==> src/hw/boot_strap_pkg.sv <==
// Purpose: Shared constants and types for the boot configuration loader.
// Assumes: Configuration bytes are eight bits wide.
// Notes: Field positions inside the bytes are held here only.
`default_nettype none

package boot_strap_pkg;

	// Byte widths and the lowest strapped bit of each partial byte.
	localparam int CFG_W                = 8;
	localparam int MODE_W               = 2;
	localparam int BYTE_TWO_STRAP_LSB   = 2;
	localparam int BYTE_THREE_STRAP_LSB = 1;

	// Values held before the first capture.
	localparam logic [CFG_W-1:0]  CFG_RESET  = 8'h00;
	localparam logic [MODE_W-1:0] MODE_RESET = 2'h0;
	localparam logic              SEL_RESET  = 1'h0;

	// Boot device field in byte one.
	localparam int             DEV_MSB     = 7;
	localparam int             DEV_LSB     = 4;
	localparam logic [3:0]     DEV_EXT_BUS = 4'h0;
	localparam logic [3:0]     DEV_NAND    = 4'h1;
	localparam logic [3:0]     DEV_SPI     = 4'h3;

	// Controller instance field in byte three for serial boot.
	localparam int             SPI_INST_MSB = 5;
	localparam int             SPI_INST_LSB = 4;
	localparam logic [1:0]     SPI_LEGACY   = 2'h0;
	localparam logic [1:0]     SPI_ONE      = 2'h1;
	localparam logic [1:0]     SPI_TWO      = 2'h2;

	// Interface option bits in byte two.
	localparam int EXT_UPPER_BIT  = 3;
	localparam int NAND_WIDE_BIT  = 4;
	localparam int NAND_ROUTE_BIT = 5;

	// Pad groups handed to the pad multiplexer, one enable each.
	localparam int PAD_GROUPS     = 8;
	localparam int PAD_LEGACY_SPI = 0;
	localparam int PAD_SPI_ONE    = 1;
	localparam int PAD_SPI_TWO    = 2;
	localparam int PAD_EXT_CTRL   = 3;
	localparam int PAD_EXT_LOWER  = 4;
	localparam int PAD_EXT_UPPER  = 5;
	localparam int PAD_NAND_CTRL  = 6;
	localparam int PAD_PATA_DATA  = 7;
	localparam logic [PAD_GROUPS-1:0] PAD_NONE = 8'h00;

	// Capture sequence states.
	typedef enum logic [1:0] {
		load_capture = 2'b00,
		load_hold    = 2'b01
	} load_state_t;

endpackage

`default_nettype wire

==> src/hw/boot_cfg_if.sv <==
// Purpose: Carries the captured configuration to the pad steering logic and back.
// Assumes: Both ends run on the same clock.
// Notes: No clocking block; plain signals only.
`default_nettype none

interface boot_cfg_if;
	logic [boot_strap_pkg::CFG_W-1:0]      byte_one;
	logic [boot_strap_pkg::CFG_W-1:0]      byte_two;
	logic [boot_strap_pkg::CFG_W-1:0]      byte_three;
	logic                                  captured;
	logic                                  boot_active;
	logic [boot_strap_pkg::PAD_GROUPS-1:0] pad_group_enable;
	logic                                  slave_select_one_enable;
	logic                                  chip_select_zero_enable;
	logic                                  external_bus_multiplexed;
	logic                                  nand_wide;
	logic                                  nand_over_pata;

	modport loader (
		output byte_one, byte_two, byte_three, captured, boot_active,
		input  pad_group_enable, slave_select_one_enable, chip_select_zero_enable,
		input  external_bus_multiplexed, nand_wide, nand_over_pata
	);

	modport steer (
		input  byte_one, byte_two, byte_three, captured, boot_active,
		output pad_group_enable, slave_select_one_enable, chip_select_zero_enable,
		output external_bus_multiplexed, nand_wide, nand_over_pata
	);
endinterface

`default_nettype wire

==> src/hw/boot_pad_steer.sv <==
// Purpose: Turns the captured boot configuration into pad group enables.
// Assumes: Configuration is stable once captured is high.
// Notes: Outputs are registered, one cycle behind their inputs.
`default_nettype none

module boot_pad_steer (
	input  wire logic clock,
	input  wire logic rst_b,
	boot_cfg_if.steer cfg
);

	logic [boot_strap_pkg::PAD_GROUPS-1:0] pads;
	logic [boot_strap_pkg::PAD_GROUPS-1:0] next_pads;
	logic                                  ss_one;
	logic                                  next_ss_one;
	logic                                  cs_zero;
	logic                                  next_cs_zero;
	logic                                  ext_mux;
	logic                                  next_ext_mux;
	logic                                  wide;
	logic                                  next_wide;
	logic                                  over_pata;
	logic                                  next_over_pata;
	logic [3:0]                            dev;
	logic [1:0]                            spi_inst;

	// Picks the pad groups of at most one boot interface while boot runs.
	always_comb
	begin
		dev            = cfg.byte_one[boot_strap_pkg::DEV_MSB:boot_strap_pkg::DEV_LSB];
		spi_inst       = cfg.byte_three[boot_strap_pkg::SPI_INST_MSB:boot_strap_pkg::SPI_INST_LSB];
		next_pads      = boot_strap_pkg::PAD_NONE;
		next_ss_one    = 1'b0;
		next_cs_zero   = 1'b0;
		next_ext_mux   = 1'b0;
		next_wide      = 1'b0;
		next_over_pata = 1'b0;
		if (cfg.boot_active && cfg.captured) // [RQ5]
		begin
			case (dev)
				boot_strap_pkg::DEV_SPI:
				begin
					next_ss_one = 1'b1; // [RQ6]
					case (spi_inst)
						boot_strap_pkg::SPI_LEGACY: next_pads[boot_strap_pkg::PAD_LEGACY_SPI] = 1'b1;
						boot_strap_pkg::SPI_ONE:    next_pads[boot_strap_pkg::PAD_SPI_ONE] = 1'b1;
						boot_strap_pkg::SPI_TWO:    next_pads[boot_strap_pkg::PAD_SPI_TWO] = 1'b1;
						default:                    next_ss_one = 1'b0;
					endcase
				end
				boot_strap_pkg::DEV_EXT_BUS:
				begin
					next_cs_zero = 1'b1; // [RQ7]
					next_pads[boot_strap_pkg::PAD_EXT_CTRL] = 1'b1;
					if (cfg.byte_two[boot_strap_pkg::EXT_UPPER_BIT])
						next_pads[boot_strap_pkg::PAD_EXT_UPPER] = 1'b1;
					else
					begin
						next_pads[boot_strap_pkg::PAD_EXT_LOWER] = 1'b1;
						next_ext_mux = 1'b1;
					end
				end
				boot_strap_pkg::DEV_NAND:
				begin
					next_cs_zero   = 1'b1; // [RQ8]
					next_wide      = cfg.byte_two[boot_strap_pkg::NAND_WIDE_BIT];
					next_over_pata = cfg.byte_two[boot_strap_pkg::NAND_ROUTE_BIT];
					next_pads[boot_strap_pkg::PAD_NAND_CTRL] = 1'b1;
					if (next_over_pata)
						next_pads[boot_strap_pkg::PAD_PATA_DATA] = 1'b1;
					else
						next_pads[boot_strap_pkg::PAD_EXT_LOWER] = 1'b1;
				end
				default:
					next_pads = boot_strap_pkg::PAD_NONE;
			endcase
		end
	end

	// Registers the steering outputs.
	always_ff @(posedge clock or negedge rst_b)
	begin
		if (!rst_b)
		begin
			pads      <= boot_strap_pkg::PAD_NONE;
			ss_one    <= 1'b0;
			cs_zero   <= 1'b0;
			ext_mux   <= 1'b0;
			wide      <= 1'b0;
			over_pata <= 1'b0;
		end
		else
		begin
			pads      <= next_pads;
			ss_one    <= next_ss_one;
			cs_zero   <= next_cs_zero;
			ext_mux   <= next_ext_mux;
			wide      <= next_wide;
			over_pata <= next_over_pata;
		end
	end

	// Drives the results back through the carrier.
	assign cfg.pad_group_enable         = pads;
	assign cfg.slave_select_one_enable  = ss_one;
	assign cfg.chip_select_zero_enable  = cs_zero;
	assign cfg.external_bus_multiplexed = ext_mux;
	assign cfg.nand_wide                = wide;
	assign cfg.nand_over_pata           = over_pata;

	// Serial pads never appear without the single slave select.
	a_spi_ss_one: assert property (@(posedge clock) disable iff (!rst_b) // [RQ6]
		(|pads[boot_strap_pkg::PAD_SPI_TWO:boot_strap_pkg::PAD_LEGACY_SPI]) == ss_one)
		else $error("Slave select one does not follow the serial pad groups.");

	// Lower and upper external lanes are never allocated together.
	a_ext_lanes_one: assert property (@(posedge clock) disable iff (!rst_b) // [RQ7]
		!(pads[boot_strap_pkg::PAD_EXT_LOWER] && pads[boot_strap_pkg::PAD_EXT_UPPER])
		&& (ext_mux == (pads[boot_strap_pkg::PAD_EXT_LOWER] && pads[boot_strap_pkg::PAD_EXT_CTRL])))
		else $error("External bus lanes or multiplexing are inconsistent.");

	// Chip select zero only for the memory bus or NAND.
	a_chip_select_zero: assert property (@(posedge clock) disable iff (!rst_b) // [RQ8]
		cs_zero == (pads[boot_strap_pkg::PAD_EXT_CTRL] || pads[boot_strap_pkg::PAD_NAND_CTRL]))
		else $error("Chip select zero is not tied to its interface.");

	// Without boot activity no pad is claimed one cycle later.
	a_pads_idle: assert property (@(posedge clock) disable iff (!rst_b) // [RQ5]
		!cfg.boot_active |=> (pads == boot_strap_pkg::PAD_NONE) && !ss_one && !cs_zero)
		else $error("Pads stay allocated outside boot.");

endmodule

`default_nettype wire

==> src/hw/boot_strap_fuse_override.sv <==
// Purpose: Captures strap or fuse boot configuration and steers boot pads.
// Assumes: Straps and fuse outputs are steady and synchronous around reset release.
// Notes: Capture happens on the first clock edge after rst_b is released.
//
// How it works
// RQ1: Strap levels are sampled when reset ends, as candidate boot configuration.
// RQ2: Select low takes strap values; select high takes fuses and ignores straps.
// RQ3: An unblown select fuse reads low, so straps govern by default.
// RQ4: Straps fill byte one 7:0, byte two 7:2, byte three 7:1.
// RQ5: During boot only the chosen interface's pad groups are routed.
// RQ6: Serial boot drives slave select one only.
// RQ7: Memory bus boot uses lower lanes multiplexed or upper plain, chip select zero.
// RQ8: NAND boot is 8 or 16 bits over bus or ATA lanes, select zero.
// RQ9: Boot mode straps are captured without fuse path; all held until reset.
`default_nettype none

module boot_strap_fuse_override (
	input  wire logic                                 clock,
	input  wire logic                                 rst_b,
	input  wire logic [boot_strap_pkg::MODE_W-1:0]    boot_mode_strap,
	input  wire logic [boot_strap_pkg::CFG_W-1:0]     strap_byte_one,
	input  wire logic [boot_strap_pkg::CFG_W-1:boot_strap_pkg::BYTE_TWO_STRAP_LSB]
	                                                  strap_byte_two,
	input  wire logic [boot_strap_pkg::CFG_W-1:boot_strap_pkg::BYTE_THREE_STRAP_LSB]
	                                                  strap_byte_three,
	input  wire logic                                 fuse_source_select,
	input  wire logic [boot_strap_pkg::CFG_W-1:0]     fuse_byte_one,
	input  wire logic [boot_strap_pkg::CFG_W-1:0]     fuse_byte_two,
	input  wire logic [boot_strap_pkg::CFG_W-1:0]     fuse_byte_three,
	input  wire logic                                 boot_active,
	output logic      [boot_strap_pkg::MODE_W-1:0]    boot_mode,
	output logic      [boot_strap_pkg::CFG_W-1:0]     boot_config_byte_one,
	output logic      [boot_strap_pkg::CFG_W-1:0]     boot_config_byte_two,
	output logic      [boot_strap_pkg::CFG_W-1:0]     boot_config_byte_three,
	output logic                                      config_captured,
	output logic                                      fuses_in_use,
	output logic      [boot_strap_pkg::PAD_GROUPS-1:0] pad_group_enable,
	output logic                                      slave_select_one_enable,
	output logic                                      chip_select_zero_enable,
	output logic                                      external_bus_multiplexed,
	output logic                                      nand_wide,
	output logic                                      nand_over_pata
);

	boot_strap_pkg::load_state_t           state;
	boot_strap_pkg::load_state_t           next_state;
	logic [boot_strap_pkg::MODE_W-1:0]     mode;
	logic [boot_strap_pkg::MODE_W-1:0]     next_mode;
	logic [boot_strap_pkg::CFG_W-1:0]      cfg_one;
	logic [boot_strap_pkg::CFG_W-1:0]      next_cfg_one;
	logic [boot_strap_pkg::CFG_W-1:0]      cfg_two;
	logic [boot_strap_pkg::CFG_W-1:0]      next_cfg_two;
	logic [boot_strap_pkg::CFG_W-1:0]      cfg_three;
	logic [boot_strap_pkg::CFG_W-1:0]      next_cfg_three;
	logic                                  sel;
	logic                                  next_sel;
	logic [boot_strap_pkg::CFG_W-1:0]      strap_full_two;
	logic [boot_strap_pkg::CFG_W-1:0]      strap_full_three;

	boot_cfg_if link ();

	// Chooses the fuse byte when the select fuse is blown, else the strapped byte.
	function automatic logic [boot_strap_pkg::CFG_W-1:0] pick_byte(
		input logic [boot_strap_pkg::CFG_W-1:0] strap_val,
		input logic [boot_strap_pkg::CFG_W-1:0] fuse_val,
		input logic                             use_fuse
	);
		return use_fuse ? fuse_val : strap_val; // [RQ2]
	endfunction

	// Bits with no strap keep their fuse value even when straps override.
	assign strap_full_two = {strap_byte_two,
		fuse_byte_two[boot_strap_pkg::BYTE_TWO_STRAP_LSB-1:0]}; // [RQ4]
	assign strap_full_three = {strap_byte_three,
		fuse_byte_three[boot_strap_pkg::BYTE_THREE_STRAP_LSB-1:0]}; // [RQ4]

	// Captures once after reset release, then holds every value.
	always_comb
	begin
		next_state     = state;
		next_mode      = mode;
		next_cfg_one   = cfg_one;
		next_cfg_two   = cfg_two;
		next_cfg_three = cfg_three;
		next_sel       = sel;
		case (state)
			boot_strap_pkg::load_capture:
			begin
				next_mode      = boot_mode_strap; // [RQ9]
				next_sel       = fuse_source_select; // [RQ3]
				next_cfg_one   = pick_byte(strap_byte_one, fuse_byte_one,
					fuse_source_select); // [RQ1]
				next_cfg_two   = pick_byte(strap_full_two, fuse_byte_two,
					fuse_source_select); // [RQ2]
				next_cfg_three = pick_byte(strap_full_three, fuse_byte_three,
					fuse_source_select); // [RQ4]
				next_state     = boot_strap_pkg::load_hold;
			end
			boot_strap_pkg::load_hold:
				next_state = boot_strap_pkg::load_hold; // [RQ9]
			default:
				next_state = boot_strap_pkg::load_capture;
		endcase
	end

	// Registers the capture state; reset leaves the select at its unblown value.
	always_ff @(posedge clock or negedge rst_b)
	begin
		if (!rst_b)
		begin
			state     <= boot_strap_pkg::load_capture;
			mode      <= boot_strap_pkg::MODE_RESET;
			cfg_one   <= boot_strap_pkg::CFG_RESET;
			cfg_two   <= boot_strap_pkg::CFG_RESET;
			cfg_three <= boot_strap_pkg::CFG_RESET;
			sel       <= boot_strap_pkg::SEL_RESET; // [RQ3]
		end
		else
		begin
			state     <= next_state;
			mode      <= next_mode;
			cfg_one   <= next_cfg_one;
			cfg_two   <= next_cfg_two;
			cfg_three <= next_cfg_three;
			sel       <= next_sel;
		end
	end

	// Hands the captured configuration to the pad steering logic.
	assign link.byte_one    = cfg_one;
	assign link.byte_two    = cfg_two;
	assign link.byte_three  = cfg_three;
	assign link.captured    = (state == boot_strap_pkg::load_hold);
	assign link.boot_active = boot_active;

	boot_pad_steer steer (
		.clock (clock),
		.rst_b (rst_b),
		.cfg   (link.steer)
	);

	// Top level outputs.
	assign boot_mode                = mode;
	assign boot_config_byte_one     = cfg_one;
	assign boot_config_byte_two     = cfg_two;
	assign boot_config_byte_three   = cfg_three;
	assign config_captured          = (state == boot_strap_pkg::load_hold);
	assign fuses_in_use             = sel;
	assign pad_group_enable         = link.pad_group_enable;
	assign slave_select_one_enable  = link.slave_select_one_enable;
	assign chip_select_zero_enable  = link.chip_select_zero_enable;
	assign external_bus_multiplexed = link.external_bus_multiplexed;
	assign nand_wide                = link.nand_wide;
	assign nand_over_pata           = link.nand_over_pata;

	// Strap capture when the select fuse is unblown.
	a_strap_capture: assert property (@(posedge clock) disable iff (!rst_b) // [RQ1]
		(state == boot_strap_pkg::load_capture && !fuse_source_select)
		|=> cfg_one == $past(strap_byte_one)
		&& cfg_two[boot_strap_pkg::CFG_W-1:boot_strap_pkg::BYTE_TWO_STRAP_LSB]
		== $past(strap_byte_two))
		else $error("Strapped bytes were not captured.");

	// Fuse bytes win when the select fuse is blown.
	a_fuse_capture: assert property (@(posedge clock) disable iff (!rst_b) // [RQ2]
		(state == boot_strap_pkg::load_capture && fuse_source_select)
		|=> cfg_one == $past(fuse_byte_one) && cfg_two == $past(fuse_byte_two)
		&& cfg_three == $past(fuse_byte_three) && sel)
		else $error("Fuse bytes were not used with the select fuse blown.");

	// Byte three strap bits and the unstrapped low bits.
	a_partial_bytes: assert property (@(posedge clock) disable iff (!rst_b) // [RQ4]
		(state == boot_strap_pkg::load_capture && !fuse_source_select)
		|=> cfg_three == {$past(strap_byte_three),
		$past(fuse_byte_three[boot_strap_pkg::BYTE_THREE_STRAP_LSB-1:0])}
		&& cfg_two[boot_strap_pkg::BYTE_TWO_STRAP_LSB-1:0]
		== $past(fuse_byte_two[boot_strap_pkg::BYTE_TWO_STRAP_LSB-1:0]))
		else $error("Partial strap bytes were assembled wrongly.");

	// Before capture the select reads as unblown.
	a_select_default: assert property (@(posedge clock) disable iff (!rst_b) // [RQ3]
		state == boot_strap_pkg::load_capture |-> !sel && !fuses_in_use)
		else $error("Select reads blown before capture.");

	// Boot mode comes from the straps in every case.
	a_mode_capture: assert property (@(posedge clock) disable iff (!rst_b) // [RQ9]
		state == boot_strap_pkg::load_capture |=> mode == $past(boot_mode_strap)
		&& config_captured)
		else $error("Boot mode strap was not captured.");

	// Captured values stay put until the next reset.
	a_values_hold: assert property (@(posedge clock) disable iff (!rst_b) // [RQ9]
		state == boot_strap_pkg::load_hold |=> $stable(mode) && $stable(cfg_one)
		&& $stable(cfg_two) && $stable(cfg_three) && $stable(sel)
		&& state == boot_strap_pkg::load_hold)
		else $error("Captured configuration changed after capture.");

	// At most one interface family owns pads at any time.
	a_one_interface: assert property (@(posedge clock) disable iff (!rst_b) // [RQ5]
		$onehot0({slave_select_one_enable, chip_select_zero_enable}))
		else $error("More than one boot interface holds pads.");

	// Pads stay unclaimed until the configuration has been captured.
	a_pads_after_capture: assert property (@(posedge clock) disable iff (!rst_b) // [RQ5]
		!config_captured |=> pad_group_enable == boot_strap_pkg::PAD_NONE)
		else $error("Pads were claimed before the configuration was captured.");

	// Serial boot claims exactly one controller's pad group and nothing else.
	a_serial_alone: assert property (@(posedge clock) disable iff (!rst_b) // [RQ6]
		slave_select_one_enable |-> $onehot(pad_group_enable))
		else $error("Serial boot claims more than one pad group.");

	// NAND width and route flags appear only with the NAND interface.
	a_nand_flags: assert property (@(posedge clock) disable iff (!rst_b) // [RQ8]
		(nand_wide || nand_over_pata)
		|-> pad_group_enable[boot_strap_pkg::PAD_NAND_CTRL] && chip_select_zero_enable)
		else $error("NAND flags are set without the NAND interface.");

	// NAND data takes either the ATA lanes or the lower bus lanes, never both.
	a_nand_route: assert property (@(posedge clock) disable iff (!rst_b) // [RQ8]
		pad_group_enable[boot_strap_pkg::PAD_NAND_CTRL]
		|-> (pad_group_enable[boot_strap_pkg::PAD_PATA_DATA] == nand_over_pata)
		&& (pad_group_enable[boot_strap_pkg::PAD_EXT_LOWER] == !nand_over_pata))
		else $error("NAND data lanes do not match the chosen route.");

endmodule

`default_nettype wire

==> config.mk <==
export PLATFORM = sky130hd
export DESIGN_NAME = boot_strap_fuse_override
export DESIGN_NICKNAME = d
export VERILOG_FILES = /design/src/hw/boot_strap_pkg.sv /design/src/hw/boot_cfg_if.sv /design/src/hw/boot_pad_steer.sv /design/src/hw/boot_strap_fuse_override.sv
export SDC_FILE = /design/constraint.sdc
export NUM_CORES = 1
export LEC_CHECK = 0
export BUFFER_PORTS_ARGS = -buffer_cell sky130_fd_sc_hd__buf_4
export CORE_MARGIN = 2
export CORE_UTILIZATION = 47
export CTS_CLUSTER_SIZE = 20
export DETAILED_ROUTE_END_ITERATION = 8
export PLACE_DENSITY = 0.82
export SLEW_MARGIN = 15
export SYNTH_ARGS = -nofsm -noshare
export SYNTH_HDL_FRONTEND = slang
export SYNTH_SLANG_ARGS = --single-unit
==> constraint.sdc <==
create_clock -name clock -period 3.08 [get_ports clock]
set_clock_uncertainty 0.2 [all_clocks]
set_input_delay 0.154 -clock clock [delete_from_list [all_inputs] [get_ports clock]]
set_output_delay 0.154 -clock clock [all_outputs]
set_load 0.02 [all_outputs]
==> out/results.ini, run 1 <==
[placement]
gp_congestion = 0.781
io_buffers = 91
place_ws_ns = 1.23
place_hpwl_microns = 2820

[worst_setup_path]
critPathLaunchType = register
worstPathRequired_ns = 3.12
cp_cell_sequence = buf_4 > mux2_2
crit_type = register to register
cp_slowest_cell = dfrtp_1
cp_max_fo = 26
cp.arrival_ns = 1.98
endpoint_kind = register
max_stage_delay_ns = 0.87

[finish]
area_growth_pct = 75.2
num-fill-cells = 180
final_cell_mix = 92 x buf_4, 49 x dlygate4sd3_1, 40 x dfrtp_1, 24 x nand2_1
final_util_pct = 86.6
final_common_cell = buf_4
finalNetCount = 327
num_antenna_cells = 0
drive_above_1_share_pct = 38.6

[logic_synthesis]
synth.avg_cell_area_sq_um = 12.0
synth_cell_types = 19
yosysSeqAreaShare_pct = 60.2
synth_area_sq_um = 1660
syn_nets = 190
yosys.area.top_type = dfrtp_1
yosysWarnings = 0
synthCells = 139
synth_area_leaders = dfrtp_1 60%, mux2i_1 13%, o21ai_0 6.3%, nand2_1 5.4%, mux2_2 4.1%
ys_ff_latch = 40
netlist.area_leader.share_pct = 60.2

[grt]
grt_usage_pct = 26.0
antenna_found_initial = 0
grt_pass1_wl_microns = 7830
first_global_vias = 1687
grt_max_degree = 41
grt-ovfl-total = 0

[die]
dieArea_sq_um = 4030
floorplan.initialDensity_pct = 49.4
io_pins = 92
die_h_microns = 63.5
num_rows = 21
coreArea_sq_um = 3360
die_w_microns = 63.5

[status]
outcome = completed

[clocking]
cts_max_level = 2
cts_buffers = 5
clock_sinks = 40
cts-root-buf = clkbuf_4
cts_tree = yes
postCtsHoldBufs = 49
post_cts_resized = 0
clock_latency_ns = 0.35
cts.clk_slew.worst_paths_ns = 0.12
cts_buffer_depth = 2
cts_setup_buffers = 0

[timing]
fin_setup_tns_ns = 0
final_max_slew_viol_count = 0
rsz0062_at_grt = false
fin_crit_ns = 1.93
setup_viol = 0
finalHoldViolCount = 0
slew_headroom_pct = 48.5
max_freq_mhz = 517
tightest_slew_ns = 0.772
timing.final.crit_share_pct = 62.8
worst_slack_ns = 1.15

[drt]
final_antenna_net_count = 0
drc_errors = 0
dr_total_vias = 1581
firstDrtPassIters = 4
drt-initial-drc-count = 59
viasPerCell = 4.89
wl_per_cell_microns = 15.1
wirelength_microns = 4890

[power_and_ir_drop]
irDropWorstVdd_mv = 0.358
leakage_nw = 1.45
p_per_area_nw_per_um2 = 435

[hold_path]
hold_class = primary input to async pin

[job]
drv_cap = 0

==> stage by stage <==
stage,total power [mW],area (sq um),std cells,hold slack (ns)
final,1.27,2910,323,0.0947
after detailed placement,0.866,2340,266,-0.0488
after global placement,0.856,2340,266,-0.0658
after global routing,1.32,2910,323,0.129
after CTS,1.26,2910,323,0.102
after floorplan,0.726,1660,139,-0.342
==> metal layers <==
metal,wire length (microns),vias to the layer above,GRT usage [%]
li1,-,750,-
met1,1760,738,26.4
met2,2700,81,50.1
met3,321,12,6.61
met4,110,0,10.1
met5,0,-,0
==> power breakdown <==
part / switching (mW) / internal, mW
Combinational: 0.141 / 0.176
Clock: 0.176 / 0.169
Sequential: 0.0401 / 0.565
Total: 0.357 / 0.911
==> sequential cells by signal, summed over array words and instances, names as in the netlist, 2 cells and up <==
signal                      count
boot_config_byte_one            8
boot_config_byte_three          8
boot_config_byte_two            8
steer.cfg.pad_group_enable      7
boot_mode                       2
==> cell families after synthesis <==
family	Yosys count	synth area share (%)
flip-flops	40	60.2
AND/OR/NAND/NOR	37	11.7
buffers and inverters	12	4.37
other	1	0.226
AO/OA/AOI/OAI	22	6.78
multiplexers	27	16.7
==> worst paths after layout <==
kind	cells after the start	slack, ns	start	to
min in group clock	2	0.18	fuse_source_select	fuses_in_use
max in group asynchronous	2	2.24	rst_b	boot_config_byte_three[7]
hold / removal	2	0.09	rst_b	steer.cfg.pad_group_enable[3]
hold reg to reg	1	0.31	boot_config_byte_two[3]	steer.cfg.external_bus_multiplexed
setup reg to reg	2	1.15	state[0]	fuses_in_use
setup / recovery	2	1.15	state[0]	fuses_in_use
==> critical path, delay by kind of cell (launching register included) <==
| kind | cells | cell delay [ns] |
|---|---|---|
| flip-flops | 1 | 0.87 |
| buffers and inverters | 1 | 0.39 |
| multiplexers | 1 | 0.37 |
==> cells in the mapped netlist <==
master / count
clkbuf_1: 2
o21ai_0: 21
buf_4: 4
a211oi_1: 1
nor3_1: 3
nand4bb_4: 1
buf_2: 4
nor2_1: 1
dfrtp_1: 40
conb_1: 1
mux2_2: 6
nor2b_1: 1
nand2_1: 24
buf_6: 1
nor4_1: 3
mux2i_1: 21
nor3b_1: 2
nor4b_1: 2
inv_1: 1
==> final cells by class <==
class	count	area (sq um)	share of cell area [%]
Timing Repair Buffer	141	1180	40.6
Sequential cell	40	1000	34.4
Multi-Input combinational cell	87	588	20.2
Tap cell	46	57.6	1.98
Clock inverter	3	42.5	1.46
Clock buffer	5	37.5	1.29
Inverter	1	3.75	0.129
Note: power is estimated with default switching activity, not from simulation.
==> run 2, diff against run 1 <==
- CORE_UTILIZATION: 47 -> 44
- PLACE_DENSITY: 0.82 -> 0.77
- clock period: 3.08 -> 1.9 ns (I/O delays scaled with it)
==> out/results.ini, run 2 (synthesized netlist as in run 1, its figures left out) <==
[placement]
place_ws_ns = 0.448  ; -0.779 ns
placed_area_sq_um = 2350  ; +0.43%
gp_congestion = 0.718  ; -8.0%
dp_cells = 269  ; +1.1%
place_hpwl_microns = 2720  ; -3.5%
io_buffers = 91  ; unchanged

[job]
drv_cap = 0  ; unchanged

[die]
dieArea_sq_um = 4280  ; +6.4%
coreArea_sq_um = 3630  ; +8.0%
die_w_microns = 65.5  ; +3.1%
floorplan.initialDensity_pct = 45.7  ; -3.7 points
num_rows = 22  ; +4.8%
die_h_microns = 65.5  ; +3.1%
io_pins = 92  ; unchanged

[clocking]
clock_sinks = 40  ; unchanged
cts_buffer_depth = 2  ; unchanged
cts_buffers = 5  ; unchanged
clock_latency_ns = 0.28  ; -0.07 ns
cts-root-buf = clkbuf_8
cts.clk_slew.worst_paths_ns = 0.07  ; -0.05 ns
cts_tree = yes
cts_max_level = 2  ; unchanged

[worst_setup_path]
crit_top_cell = dlygate4sd3_1
cp_max_fo = 1  ; -96%
cp_cell_sequence = dlygate4sd3_1 > buf_4 > mux2i_1 > dlygate4sd3_1 > o21ai_0
crit_type = primary input to register
cp_slowest_cell = dlygate4sd3_1
critPathLaunchType = primary input
cp.arrival_ns = 1.57  ; -0.41 ns
endpoint_kind = register
max_stage_delay_ns = 0.58  ; -0.29 ns
worstPathRequired_ns = 1.85  ; -1.27 ns

[drt]
firstDrtPassIters = 4  ; unchanged
drt-initial-drc-count = 111  ; +88%
wl_per_cell_microns = 14.0  ; -7.3%
final_antenna_net_count = 0  ; unchanged
wirelength_microns = 4570  ; -6.5%
dr_total_vias = 1548  ; -2.1%
drc_errors = 0  ; unchanged
viasPerCell = 4.75  ; -3.0%

[power_and_ir_drop]
leakage_nw = 1.45  ; +0.63%
p_per_area_nw_per_um2 = 698  ; +60%
power_mw = 2.05  ; +61%
irDropWorstVdd_mv = 0.633  ; +77%

[grt]
antenna_found_initial = 0  ; unchanged
grt-ovfl-total = 0  ; unchanged
grt_max_degree = 41  ; unchanged
grt_pass1_wl_microns = 7310  ; -6.6%
first_global_vias = 1597  ; -5.3%
grt_usage_pct = 22.7  ; -3.3 points

[finish]
final_common_cell = buf_4
finalNetCount = 328  ; +0.31%
area_growth_pct = 76.4
post_layout_nonfiller_instances = 326  ; +0.93%
final_util_pct = 80.7  ; -5.9 points
num_antenna_cells = 0  ; unchanged
fin_area_sq_um = 2930  ; +0.69%
seq_area_sq_um = 1000  ; unchanged
num-fill-cells = 227  ; +26%
final_cell_mix = 93 x buf_4, 49 x dlygate4sd3_1, 40 x dfrtp_1, 24 x nand2_1
drive_above_1_share_pct = 38.1  ; -0.50 points
multi_input_area_sq_um = 588  ; unchanged

[timing]
finalHoldViolCount = 0  ; unchanged
rsz0062_at_grt = false
max_freq_mhz = 615
worst_slack_ns = 0.273  ; -0.872 ns
holdWs_ns = 0.119  ; +0.0239 ns
fin_crit_ns = 1.63
final_max_slew_viol_count = 0  ; unchanged
setup_viol = 0  ; unchanged
fin_setup_tns_ns = 0  ; unchanged
timing.final.crit_share_pct = 85.6

[hold_path]
hold_class = primary input to async pin

[status]
outcome = completed

run 2: cell count changes in the layout (fill, tap and decap cells not counted):
cell / change
clkinvlp_4: -1
clkbuf_4: -5
clkinv_2: -1
clkbuf_8: +6
buf_4: +1
clkbuf_1: +2
bufinv_16: -1
run 2: worst max-delay path: cells and delay by family:
| family | cells | cell delay, ns |
|---|---|---|
| AOI/OAI and AO/OA | 1 | 0.09 |
| buffers and inverters | 3 | 1.26 |
| muxes | 1 | 0.13 |
run 2: where the power goes:
group	switching [mW]	leakage, nW	internal [mW]	total (mW)
clock	0.261	0.0455	0.296	0.557
sequential	0.0559	0.503	0.917	0.973
combinational	0.231	0.905	0.287	0.517
total	0.547	1.45	1.50	2.05
run 2: final cells by class:
cell class,count,area share [%]
well taps,48,2.05
inverters,1,0.128
clock buffers,8,3.07
repair buffers,142,40.5
flip-flops and latches,40,34.1
multi-input cells,87,20.1
run 2: per-layer routing:
| metal | track usage, % | up-vias | routed length [microns] |
|---|---|---|---|
| met2 | 42.2 | 53 | 2520 |
| met5 | 0 | - | 0 |
| met3 | 4.11 | 9 | 243 |
| met4 | 6.51 | 0 | 72 |
| li1 | - | 752 | - |
| met1 | 26.5 | 734 | 1740 |
run 2: path summary, 6_finish.rpt:
| check | cells after the start | to | start | slack (ns) |
|---|---|---|---|---|
| min | 2 | boot_mode[1] | rst_b | 0.12 |
| min in group clock | 2 | fuses_in_use | fuse_source_select | 0.20 |
| min reg2reg | 2 | boot_config_byte_one[1] | boot_config_byte_one[1] | 0.30 |
| max | 5 | boot_config_byte_three[2] | strap_byte_three[2] | 0.27 |
| max reg2reg | 3 | steer.cfg.pad_group_enable[4] | state[0] | 0.40 |
| max in group asynchronous | 2 | state[0] | rst_b | 1.05 |
run 2: timing repair:
item / in CTS / in global routing
gates resized for setup: 0 / 0
setup buffers: 0 / 0
hold endpoints to repair: 72 / 0
hold buffers: 49 / 0
==> run 3, diff against run 2 <==
- CELL_PAD_IN_SITES_DETAIL_PLACEMENT: not set -> 1
- CELL_PAD_IN_SITES_GLOBAL_PLACEMENT: not set -> 2
- CORE_UTILIZATION: 44 -> 25
- PLACE_DENSITY: 0.77 -> 0.75
==> out/results.ini, run 3 (synthesized netlist as in run 1, its figures left out) <==
[worst_setup_path]
crit_type = primary input to register
worstReg2RegStart = state[0]
critPathLaunchType = primary input
worstPathRequired_ns = 1.87  ; +0.02 ns
cp_max_fo = 1  ; unchanged
endpoint_kind = register
crit_start = strap_byte_two[5]
cp.arrival_ns = 1.57  ; about the same

[drt]
wirelength_microns = 4720  ; +3.2%
wl_per_cell_microns = 13.3  ; -5.3%
drt-initial-drc-count = 19  ; -83%
drc_errors = 0  ; unchanged
viasPerCell = 4.35  ; -8.3%
dr_total_vias = 1546  ; -0.13%
final_antenna_net_count = 0  ; unchanged
firstDrtPassIters = 4  ; unchanged

[finish]
final_util_pct = 46.5  ; -34 points
drive_above_1_share_pct = 39.2  ; +1.1 points
fin_area_sq_um = 2970  ; +1.4%
post_layout_nonfiller_instances = 355  ; +8.9%
num-fill-cells = 715  ; +210%
final_common_cell = buf_4
num_antenna_cells = 0  ; unchanged
final_cell_mix = 93 x buf_4, 49 x dlygate4sd3_1, 39 x dfrtp_1, 24 x nand2_1
area_growth_pct = 78.8
finalNetCount = 328  ; unchanged

[timing]
fin_crit_ns = 1.61  ; -0.0178 ns
setup_viol = 0  ; unchanged
slew_headroom_pct = 66.6
final_max_slew_viol_count = 0  ; unchanged
holdWs_ns = 0.113  ; -0.00569 ns
finalHoldViolCount = 0  ; unchanged
tightest_slew_ns = 0.502
fin_setup_tns_ns = 0  ; unchanged
worst_slack_ns = 0.291  ; +0.0178 ns
timing.final.crit_share_pct = 84.7  ; -0.94 points
rsz0062_at_grt = false
max_freq_mhz = 622  ; +1.1%

[die]
die_h_microns = 85.5  ; +31%
dieArea_sq_um = 7310  ; +71%
coreArea_sq_um = 6390  ; +76%
num_rows = 29  ; +32%
die_w_microns = 85.5  ; +31%
io_pins = 92  ; unchanged
floorplan.initialDensity_pct = 26.0  ; -20 points

[power_and_ir_drop]
leakage_nw = 1.46  ; +0.31%
irDropWorstVdd_mv = 0.285  ; -55%
power_mw = 2.06  ; +0.61%
p_per_area_nw_per_um2 = 693  ; -0.75%

[clocking]
clock_sinks = 40  ; unchanged
cts_buffers = 5  ; unchanged
cts_buffer_depth = 2  ; unchanged
cts.clk_slew.worst_paths_ns = 0.08  ; about the same
cts_max_level = 2  ; unchanged
cts_tree = yes
clock_latency_ns = 0.29  ; about the same
cts-root-buf = clkbuf_8
cts_setup_buffers = 0  ; unchanged

[placement]
dp_cells = 298  ; +11%
gp_congestion = 0.717  ; about the same
place_ws_ns = 0.542  ; +0.0937 ns
placed_area_sq_um = 2390  ; +1.6%
io_buffers = 91  ; unchanged

[grt]
grt_usage_pct = 14.5  ; -8.2 points
antenna_found_initial = 0  ; unchanged
grt_pass1_wl_microns = 8440  ; +15%
grt-ovfl-total = 0  ; unchanged
first_global_vias = 1741  ; +9.0%
grt_max_degree = 41  ; unchanged

[job]
drv_cap = 0  ; unchanged

[hold_path]
hold_class = primary input to async pin

[status]
outcome = completed

[run 3: cell count changes in the layout (fill, tap and decap cells not counted)]
cell	before	now
clkbuf_1	2	0
clkinv_2	0	2
dfrtp_1	40	39
dfrtp_2	0	1
[run 3: final timing paths]
kind / end / slack (ns) / cells past startpoint
max reg2reg: boot_mode[1] / 0.53 / 2
max: boot_config_byte_two[5] / 0.29 / 5
min reg2reg: boot_config_byte_one[3] / 0.29 / 2
min: boot_config_byte_one[0] / 0.11 / 2
max in group asynchronous: state[0] / 1.02 / 2
min in group clock: fuses_in_use / 0.18 / 2
[run 3: final cells by class]
class                   count  area [sq um]  share of cell area [%]
repair buffers            142          1190                    40.0
flip-flops and latches     40          1000                    33.7
multi-input cells          87           588                    19.8
clock inverters             2          10.0                   0.337
inverters                   1          3.75                   0.126
clock buffers               6          82.6                    2.78
well taps                  77          96.3                    3.24
[run 3: metal layers]
layer  up-vias  GRT usage (%)  wire length, microns
li1        748              -                     -
met1       742           16.8                  1880
met2        51           26.6                  2500
met3         5           3.46                   302
met4         0           4.33                    36
met5         -              0                     0
[run 3: what timing repair did]
action | in CTS | in global routing
hold buffers | 49 | 0
resized for setup | 0 | 0
hold endpoints to repair | 77 | 0
[run 3: worst max-delay path, cell delays in order]
cell	delay (ns)
dlygate4sd3_1	0.56
buf_4	0.14
mux2i_1	0.14
dlygate4sd3_1	0.57
o21ai_0	0.07
[run 3: power by group]
group | switching (mW) | internal, mW | total, mW | leakage (nW)
combinational | 0.223 | 0.287 | 0.510 | 0.905
clock | 0.288 | 0.290 | 0.577 | 0.0510
sequential | 0.0558 | 0.916 | 0.972 | 0.502
